<file path="config.mk">
export PLATFORM = sky130hd
export DESIGN_NAME = boot_strap_latch
export DESIGN_NICKNAME = d
export VERILOG_FILES = /design/src/core/boot_strap_pkg.sv /design/src/core/fuse_secded_dec.sv /design/src/core/boot_strap_latch.sv
export SDC_FILE = /design/constraint.sdc
export NUM_CORES = 1
export LEC_CHECK = 0
export ABC_AREA = 1
export BUFFER_PORTS_ARGS = -buffer_cell sky130_fd_sc_hd__buf_2
export CAP_MARGIN = 20
export CORE_MARGIN = 1
export CORE_UTILIZATION = 50
export DETAILED_ROUTE_END_ITERATION = 8
export PLACE_DENSITY = 0.78
export SKIP_CTS_REPAIR_TIMING = 1
export SLEW_MARGIN = 20
export SYNTH_ARGS = -nofsm -noshare
export SYNTH_HDL_FRONTEND = slang
export SYNTH_SLANG_ARGS = --single-unit
</file>
<file path="constraint.sdc">
create_clock -name core_clk -period 3.1 [get_ports core_clk]
set_clock_uncertainty 0.1 [all_clocks]
set_input_delay 0.31 -clock core_clk [delete_from_list [all_inputs] [get_ports core_clk]]
set_output_delay 0.31 -clock core_clk [all_outputs]
set_load 0.01 [all_outputs]
</file>
<file path="src/core/boot_strap_pkg.sv">
package boot_strap_pkg;

  // strap field layout
  localparam int STRAP_W     = 16;
  localparam int TOP_MSB     = 15;
  localparam int TOP_LSB     = 12;
  localparam int LOW_W       = 12;
  localparam int SEL_MSB     = 15;
  localparam int SEL_LSB     = 14;
  localparam int FUSE_CODE_W = 22;

  // buffer-gate select value that opens the low strap buffers
  localparam logic [1:0] LOW_OPEN_SEL = 2'h0;

  // reduced-mapping codes that hand the configuration to the fuse word
  localparam logic [3:0] FUSE_SEL_A = 4'hE;
  localparam logic [3:0] FUSE_SEL_B = 4'hF;

  // reset values
  localparam logic [15:0] CFG_RST  = 16'h0000;
  localparam logic [11:0] BUF_RST  = 12'h000;
  localparam logic [15:0] PIN_RST  = 16'h0000;

  // reset stretch after the last reset source lets go
  localparam int CLK_PERIOD_NS   = 8;
  localparam int RST_HOLD_NS     = 1000;
  localparam int RST_HOLD_CYCLES = (RST_HOLD_NS + CLK_PERIOD_NS - 1) / CLK_PERIOD_NS;
  localparam logic [7:0] RST_LAST = 8'(RST_HOLD_CYCLES - 1);
  localparam logic [7:0] CNT_RST  = 8'h00;

  typedef enum logic [0:0] {
    ST_RESET = 1'b0,
    ST_RUN   = 1'b1
  } phase_t;

endpackage

</file>
<file path="src/core/fuse_secded_dec.sv">
`timescale 1ns/1ps
`default_nettype none

// 22-bit word: bits 20..0 hold hamming positions 1..21 (checks at powers of two),
// bit 21 is overall parity over the whole word
module fuse_secded_dec (
  input  wire logic [21:0] code,
  output logic      [15:0] data,
  output logic             corrected,
  output logic             uncorrectable
);

  logic [4:0]  syn;
  logic        par;
  logic [21:0] fixed;
  int          k;

  always_comb begin
    syn   = 5'h00;
    par   = ^code;
    fixed = code;
    data  = 16'h0000;
    k     = 0;
    for (int p = 1; p <= 21; p++) begin
      if (code[p-1]) begin
        syn = syn ^ 5'(p);
      end
    end
    // single error with a valid position gets flipped back
    if (par && (syn != 5'h00) && (syn <= 5'd21)) begin
      fixed[syn - 5'd1] = ~code[syn - 5'd1];
    end
    for (int p = 1; p <= 21; p++) begin
      if ((p & (p - 1)) != 0) begin
        data[k[3:0]] = fixed[p-1];
        k = k + 1;
      end
    end
    corrected     = par && (syn <= 5'd21);
    uncorrectable = (!par && (syn != 5'h00)) || (par && (syn > 5'd21));
  end

endmodule

`default_nettype wire

</file>
<file path="src/core/boot_strap_latch.sv">
`timescale 1ns/1ps
`default_nettype none

module boot_strap_latch (
  input  wire logic        core_clk,
  input  wire logic        rstn,
  input  wire logic        warm_reset_req_n,
  input  wire logic        map_full,
  input  wire logic [21:0] fuse_boot_value,
  input  wire logic [15:0] system_strap_pulls,
  input  wire logic [15:0] func_drive,
  input  wire logic [15:0] func_drive_en,
  output logic      [15:0] system_strap_pulls_drive,
  output logic      [15:0] system_strap_pulls_en,
  output logic      [11:0] strap_low_buf_en,
  output logic             reset_status_out,
  output logic      [15:0] boot_config,
  output logic             fuse_fixed,
  output logic             fuse_bad
);

  typedef struct packed {
    boot_strap_pkg::phase_t st;
    logic [7:0]             cnt;
    logic                   status;
    logic [15:0]            cfg;
    logic                   fixed;
    logic                   bad;
    logic [11:0]            buf_en;
    logic [15:0]            pin_o;
    logic [15:0]            pin_oe;
  } state_t;

  state_t cur_ff;
  state_t nxt_st;

  logic [15:0] fuse_data;
  logic        fuse_corr;
  logic        fuse_dbl;
  logic        use_fuse;
  logic [15:0] cfg_sel;
  logic [3:0]  top_sel;

  fuse_secded_dec fuse_secded_dec_i (
    .code          (fuse_boot_value),
    .data          (fuse_data),
    .corrected     (fuse_corr),
    .uncorrectable (fuse_dbl)
  );

  always_comb begin
    top_sel  = system_strap_pulls[boot_strap_pkg::TOP_MSB:boot_strap_pkg::TOP_LSB];
    use_fuse = !map_full &&
               ((top_sel == boot_strap_pkg::FUSE_SEL_A) ||
                (top_sel == boot_strap_pkg::FUSE_SEL_B));
    if (use_fuse) begin
      cfg_sel = fuse_data;
    end else if (map_full) begin
      // a closed low buffer reads zero, as the pad would not pass the level
      cfg_sel = {top_sel, system_strap_pulls[11:0] & cur_ff.buf_en};
    end else begin
      cfg_sel = {top_sel, 12'h000};
    end
  end

  always_comb begin
    nxt_st = cur_ff;
    unique case (cur_ff.st)
      boot_strap_pkg::ST_RESET: begin
        if (!warm_reset_req_n) begin
          nxt_st.cnt = boot_strap_pkg::CNT_RST;
        end else if (cur_ff.cnt == boot_strap_pkg::RST_LAST) begin
          nxt_st.st = boot_strap_pkg::ST_RUN;
        end else begin
          nxt_st.cnt = cur_ff.cnt + 8'h01;
        end
      end
      boot_strap_pkg::ST_RUN: begin
        if (!warm_reset_req_n) begin
          nxt_st.st  = boot_strap_pkg::ST_RESET;
          nxt_st.cnt = boot_strap_pkg::CNT_RST;
        end
      end
    endcase
    nxt_st.status = (nxt_st.st == boot_strap_pkg::ST_RUN);
    // only the reset-to-run step loads; apart from the rstn clear to CFG_RST nothing writes cfg
    if (cur_ff.st == boot_strap_pkg::ST_RESET && nxt_st.st == boot_strap_pkg::ST_RUN) begin
      nxt_st.cfg   = cfg_sel;
      nxt_st.fixed = use_fuse && fuse_corr;
      nxt_st.bad   = use_fuse && fuse_dbl;
    end
    if (nxt_st.st == boot_strap_pkg::ST_RUN) begin
      nxt_st.buf_en = 12'hFFF;
      nxt_st.pin_o  = func_drive;
      nxt_st.pin_oe = func_drive_en;
    end else begin
      // avoids current in floating low pads: closed whenever strap bits 15:14 differ from LOW_OPEN_SEL, whatever map_full is
      nxt_st.buf_en = {boot_strap_pkg::LOW_W{system_strap_pulls[boot_strap_pkg::SEL_MSB:
                      boot_strap_pkg::SEL_LSB] == boot_strap_pkg::LOW_OPEN_SEL}};
      nxt_st.pin_o  = boot_strap_pkg::PIN_RST;
      nxt_st.pin_oe = boot_strap_pkg::PIN_RST;
    end
  end

  always_ff @(posedge core_clk or negedge rstn) begin
    if (!rstn) begin
      cur_ff.st     <= boot_strap_pkg::ST_RESET;
      cur_ff.cnt    <= boot_strap_pkg::CNT_RST;
      cur_ff.status <= 1'b0;
      cur_ff.cfg    <= boot_strap_pkg::CFG_RST;
      cur_ff.fixed  <= 1'b0;
      cur_ff.bad    <= 1'b0;
      cur_ff.buf_en <= boot_strap_pkg::BUF_RST;
      cur_ff.pin_o  <= boot_strap_pkg::PIN_RST;
      cur_ff.pin_oe <= boot_strap_pkg::PIN_RST;
    end else begin
      cur_ff <= nxt_st;
    end
  end

  assign reset_status_out         = cur_ff.status;
  assign boot_config              = cur_ff.cfg;
  assign fuse_fixed               = cur_ff.fixed;
  assign fuse_bad                 = cur_ff.bad;
  assign strap_low_buf_en         = cur_ff.buf_en;
  assign system_strap_pulls_drive = cur_ff.pin_o;
  assign system_strap_pulls_en    = cur_ff.pin_oe;

  // helper: true once a full cycle has passed since reset release
  logic past_ok_ff;
  always_ff @(posedge core_clk or negedge rstn) begin
    if (!rstn) begin
      past_ok_ff <= 1'b0;
    end else begin
      past_ok_ff <= 1'b1;
    end
  end
endmodule

`default_nettype wire

</file>
# == After elaboration in Yosys (flattened, before gate mapping) ==
# Cells that the tools add are included.
# word_totals
regBits,71
inputBits,74
output_inout_bits,63
elab_cells,96
# classes
n_addsub,2
n_lt_le_gt_ge,4
eq_ne,5
n_mux,36
bitwise,23
n_reduce_logical,18
# op_table
operator,count
$mux 44,1
$mux 4,8
$mux 5,6
$bwmux 22,1
$reduce_xor 22->1,1
$mux 21,1
$not 2->2,9
$not 3->3,6
$pmux 9 s2,1
$mux 16,1
$mux 8,2
$and 12x12->12,1
$mux 12,1
$mux 3,4
$logic_and 1x1->1,10
$mux 9,1
$add 8x1->8 const B,1
$eq 4x4->1 const B,2
$eq 8x7->1 const B,1
$lt 5x6->1 const B,1
$bmux 1 s5,1
$demux 1 s5,1
$ge 5x1->1 const B,1
$gt 5x5->1 const B,1
14 further kinds,25

# == Logic depth before layout (Yosys ltp) ==
# depth
depth_word,45
ltp_mapped,25
mapped_depth_nobuf,23

# == Hierarchy ==
# From an unflattened synthesis, not the netlist that was laid out.
# hier_totals
hier_cells,719
hier_area_um2,4911.0
# modules_own_cells
mod,n_inst,cells_per_inst,area_per_inst_um2,seq_area_each_um2
boot_strap_latch,1,363,3035.4,1501.4
fuse_secded_dec,1,356,1875.5,0.0

# == Least setup slack after synthesis ==
# Ideal clock, no wire load.
# synth_path
path_type,input to register
from,input fuse_boot_value[2]
to,"register cur_ff, in the netlist boot_config[0]"
setup_ps,123
arrival_ps,2493
t_required_ps,2877
setup_slack_ps,384
cell_stages,22
path_buffers,3
path_cell_list,buf_4 -> inv_2 -> nand2_1 -> nand2_1 -> inv_1 -> nand2_1 -> nand2_1 -> nand2_1 -> nand3_1 -> nand3_1 -> nand2_1 -> buf_6 -> ha_1 -> xor2_4 -> inv_2 -> o31ai_1 -> nand3_1 -> nand2_2 -> buf_6 -> nand3_1 -> nand2_1 -> a21oi_2
# synth_via
elab_chain_len,36
word_cells_on_any_way,49
cone_classes,1 x add/sub; 3 x order compare; 26 x mux; 14 x bitwise; 5 x reduce/logical
# synth_lines
element,line_no,source
from (decl),boot_strap_latch.sv:9,"input wire logic [21:0] fuse_boot_value,"
$mux 2,fuse_secded_dec.sv:25,if (code[p-1]) begin
$mux 3,fuse_secded_dec.sv:25,
$not 2->2 (no line),--,
$mux 3 (2 in a row),fuse_secded_dec.sv:25,
$not 3->3 (no line),--,
$mux 3,fuse_secded_dec.sv:25,
$mux 4,fuse_secded_dec.sv:25,
$not 2->2 (no line),--,
(+19 left out),--,
$sub 5x1->5,fuse_secded_dec.sv:31,fixed[syn - 5'd1] = ~code[syn - 5'd1];
$lt 5x6->1 (implied by the code) / $ge 5x1->1 (equally long branches),fuse_secded_dec.sv:31,
$logic_and 1x1->1 (implied by the code),fuse_secded_dec.sv:31,
$mux 1 (implied by the code),fuse_secded_dec.sv:31,
$demux 1 s5,--,
$bwmux 22,fuse_secded_dec.sv:31,
$mux 21 *,fuse_secded_dec.sv:30,if (par && (syn != 5'h00) && (syn <= 5'd21)) begin
$mux 16 *,boot_strap_latch.sv:56,if (use_fuse) begin
to (signal assigned),boot_strap_latch.sv:117,cur_ff <= nxt_st;
to (decl),boot_strap_latch.sv:34,state_t cur_ff;
# Every way passes the cells marked *; elsewhere a longest branch is shown, timed or not. The select of a mux whose other input is x is not followed.
# A chain may end at the register's enable or synchronous reset.

# == Final worst setup path ==
# layout_path
from,input fuse_boot_value[14]
to,"register cur_ff, in the netlist boot_config[13]"
# layout_via
elab_chain_len,18
word_cells_on_any_way,29
cone_classes,1 x add/sub; 3 x order compare; 14 x mux; 6 x bitwise; 5 x reduce/logical
# layout_lines
element,line_no
$mux 4,fuse_secded_dec.sv:25
$mux 5,fuse_secded_dec.sv:25
$not 2->2 (no line),--
$mux 5 (2 in a row),fuse_secded_dec.sv:25
$not 3->3 (no line),--
$mux 5 (2 in a row),fuse_secded_dec.sv:25
$not 3->3 (no line),--
$mux 5,fuse_secded_dec.sv:25
$sub 5x1->5,fuse_secded_dec.sv:31
$lt 5x6->1 (implied by the code) / $ge 5x1->1 (equally long branches),fuse_secded_dec.sv:31
$logic_and 1x1->1 (implied by the code),fuse_secded_dec.sv:31
$mux 1 (implied by the code),fuse_secded_dec.sv:31
$demux 1 s5,--
$bwmux 22,fuse_secded_dec.sv:31
$mux 21 *,fuse_secded_dec.sv:30
$mux 16 *,boot_strap_latch.sv:56
# Marked as above.

==> results.md <==
* Fraction of the mapped netlist area in adder cells at 0.0131
* Initial DRC Count at 352
* DIE AREA at 9970 µm²
* Post-Syn Area per Cell at 6.93 µm²
* Iteration count of the initial detailed-routing pass at 4
* Xor/xnor share of the synthesized area at 0.0677
* Cell leakage power at 0.00300 µW
* Cell count after synthesis at 691
* Synthesized-area fraction occupied by and/or/nand/nor cells at 0.343
* Worst hold margin at 55.6 ps
* Setup repair after global routing missed its margin: false
* Req. time, crit path at 3230 ps
* Clock tree from TritonCTS: yes
* Routed via count divided by cell count at 4.96
* Maximum fanout along the worst path at 14
* Port buffer count at 136
* Slew at the pin closest to its max-slew limit at 680 ps
* Routed Antenna Nets at 0
* Cts bufs inserted at 9
* Synthesized net count at 770
* CP arrival at 2870 ps
* Clock tree sinks at 60
* Maximum number of pins on one net before global-route repair at 38
* CP endpoint kind: flip-flop
* Total instance count after detailed placement at 878
* H-tree level count at 3
* Routed wire length per instance at 13.2 µm
* Library cell used as clock root buffer: sky130_fd_sc_hd__clkbuf_8
* NumNets Final at 840
* Final weighted congestion of routability-driven global placement at 0.966
* Crit Path Class: primary input to flip-flop
* Initial standard-cell utilization of the core at 0.518
* Count of flip-flops with a built-in enable after synthesis at 0
* Clock transition at the register clock pins on the worst setup and hold paths after CTS at 70 ps
* Number of max-cap violations at 0
* Wire length of the first global-routing pass at 19,100 µm
* Number of DRC violations after detailed routing at 0
* Number of diodes at 0
* Post-synthesis instance area at 4790 µm²
* Register bit total from synthesis at 60
* Die outline width at 99.8 µm
* Vias in the first global route at 4,205
* Distinct cell type count of the synthesized netlist at 35
* Residual overflow from global routing at 0
* Cell with the most instances on the worst path: sky130_fd_sc_hd__nand2_1
* Pins Over Slew Limit at 0
* Core Footprint at 9240 µm²
* Hold Path Class: primary input to flip-flop
* Die H at 99.8 µm
* VDD IR-drop max at 0.191 mV
* Total wire length at 11,800 µm
* Cell with the largest stage delay on the worst path: sky130_fd_sc_hd__ha_1
* Fraction of registers with async set or reset after synthesis at 1.00
* Count of final setup violators at 0
* Portion of the clock cycle consumed by the worst path in the final layout at 0.883
* Mux share of post-synthesis cell area at 0
* Tot GR Track Use at 0.242
* Number of antenna violations at the first check in global routing at 0
* Placement Rows at 35
* Outcome: finished, final reports clean
* CP max stage delay at 290 ps
* Number of standard cells in the final layout excluding fillers at 895
* Clock insertion delay at the later pin of the skew report at 340 ps
* Cell-by-cell trace of the critical path: buf_2 -> inv_1 -> nand2_1 -> nand2_1 -> nand2_1 -> nand2_1 -> nand2_1 -> nand2_1 -> nand2_1 -> nand3_1 -> nand2_1 -> ha_1 -> xor2_4 -> inv_2 -> o31ai_1 -> nand3_1 -> nand2_4 -> nand2_1 -> nand2_1 -> nand2_1 -> nand2_1 -> nand2_1
* Post-detail-place hpwl at 9260 µm
* Final hold violation count at 0
* Synth warnings at 0
* Worst setup SP type: primary input
* Clock Tree Buf Depth at 2
* Power density relative to cell area at 429 nW/µm²
* Highest clock frequency the design can meet at 365 MHz
* Compound-cell area share of the yosys netlist at 0.0614
* Dominant combinational cell family by area after synthesis: simple AND/OR/NAND/NOR gates
* Prevailing post-synth register cell: sky130_fd_sc_hd__dfrtp_1
* Worst relative slew slack at 0.545
* Sequential share of the synthesized area at 0.314
* Total I/O pin count at 137
* Minimum period implied by the final worst setup slack at 2740 ps
* Area added between synthesis and finish at 9.78%
* Via count of the routed design at 4,440
* Ratio of cells with drive above 1 in the final layout at 0.286
==> cell usage after synthesis, types with 6 or more instances <==
master / n / share of area
sky130_fd_sc_hd__a31oi_1: 13 / 0.017
sky130_fd_sc_hd__buf_4: 63 / 0.099
sky130_fd_sc_hd__a21oi_1: 12 / 0.013
sky130_fd_sc_hd__nand3_1: 63 / 0.066
sky130_fd_sc_hd__nand2_1: 160 / 0.13
sky130_fd_sc_hd__dfrtp_1: 60 / 0.31
sky130_fd_sc_hd__nand3_2: 7 / 0.015
sky130_fd_sc_hd__or2_2: 12 / 0.016
sky130_fd_sc_hd__nand2_2: 14 / 0.018
sky130_fd_sc_hd__inv_2: 8 / 0.0063
sky130_fd_sc_hd__buf_2: 6 / 0.0063
sky130_fd_sc_hd__o21ai_0: 8 / 0.0084
sky130_fd_sc_hd__nor2_1: 95 / 0.074
sky130_fd_sc_hd__xnor2_1: 18 / 0.033
sky130_fd_sc_hd__inv_1: 82 / 0.064
sky130_fd_sc_hd__buf_6: 7 / 0.016
sky130_fd_sc_hd__a21oi_2: 10 / 0.018
sky130_fd_sc_hd__xor2_1: 14 / 0.026
sky130_fd_sc_hd__clkbuf_1: 8 / 0.0063
==> layout make-up <==
cell class	count	area [µm²]
flip-flops and latches	60	1500
fillers	881	3990
clock inverters	6	40.0
repair buffers	143	736
multi-input cells	454	2330
inverters	93	352
clock buffers	10	138
well taps	129	161
==> path summary, 6_finish.rpt <==
check,startpoint,endpoint,slack (ps),cells after the start
setup / recovery,fuse_boot_value[14],boot_config[13],360,22
hold / removal,system_strap_pulls[14],strap_low_buf_en[10],60,2
setup reg to reg,cur_ff[63],boot_config[8],910,10
hold reg to reg,boot_config[14],boot_config[14],380,2
max in group asynchronous,rstn,system_strap_pulls_en[0],1640,3
min in group asynchronous,rstn,boot_config[6],420,2
==> routing by layer <==
layer  global-route usage  routed length (µm)  up-vias
met5                    0                   0        -
met4               0.0939                 216        0
met3               0.0501                 851       21
met2                0.427                5880      152
met1                0.290                4850     2066
li1                     -                   -     2201
==> report_power, final <==
part | leakage, µW | internal (µW) | total, µW | switching [µW]
Sequential | 0.000799 | 797 | 808 | 11.1
Combinational | 0.00211 | 277 | 822 | 545
Clock | 0.0000920 | 309 | 626 | 317
Total | 0.00300 | 1380 | 2260 | 873
==> cells by family (layout without fill, tap and decap cells) <==
| family | count (synthesis) | in the layout |
|---|---|---|
| compound gates | 46 | 46 |
| xor+xnor | 34 | 34 |
| fa+ha+maj | 5 | 5 |
| buf+inv | 177 | 252 |
| flops | 60 | 60 |
| simple gates | 369 | 369 |
==> cell usage in the layout, fill, tap and decap left out, types with 6 or more instances in the layout <==
cell                         n
sky130_fd_sc_hd__xnor2_1    18
sky130_fd_sc_hd__or2_2      12
sky130_fd_sc_hd__inv_1      82
sky130_fd_sc_hd__nor2_1     95
sky130_fd_sc_hd__buf_2     136
sky130_fd_sc_hd__nand2_1   160
sky130_fd_sc_hd__buf_4       6
sky130_fd_sc_hd__a31oi_1    13
sky130_fd_sc_hd__nand2_2    13
sky130_fd_sc_hd__dfrtp_1    60
sky130_fd_sc_hd__a21oi_2    10
sky130_fd_sc_hd__clkbuf_8   10
sky130_fd_sc_hd__nand3_1    63
sky130_fd_sc_hd__xor2_1     14
sky130_fd_sc_hd__inv_2       8
sky130_fd_sc_hd__a21oi_1    12
sky130_fd_sc_hd__nand3_2     7
sky130_fd_sc_hd__o21ai_0     8
==> through the flow <==
stage | instance area (µm²) | total power [µW] | util | setup TNS, ps | worst slack [ps]
global placement | 5060 | 1610 | 0.548 | 0 | 151
global route | 5260 | 2400 | 0.569 | 0 | 59.1
floorplan | 4790 | 1470 | - | 0 | 384
finish | 5260 | 2260 | 0.569 | 0 | 363
detailed placement | 5060 | 1630 | 0.548 | -9.52 | -5.86
CTS | 5240 | 2260 | 0.567 | 0 | 348
==> sequential cells by signal, indices dropped and copies added (netlist names) <==
register / count
system_strap_pulls_en: 16
strap_low_buf_en: 1
reset_status_out: 1
fuse_bad: 1
system_strap_pulls_drive: 16
cur_ff: 8
fuse_fixed: 1
boot_config: 16
==> critical path: cells and delay by family <==
| family | cells | cell delay, ps |
|---|---|---|
| XOR/XNOR | 1 | 280 |
| AND/OR/NAND/NOR | 16 | 1460 |
| adder cells (fa/ha/maj) | 1 | 290 |
| buffers and inverters | 3 | 440 |
| AO/OA/AOI/OAI | 1 | 80 |
Note: power is estimated with default switching activity, not from simulation.
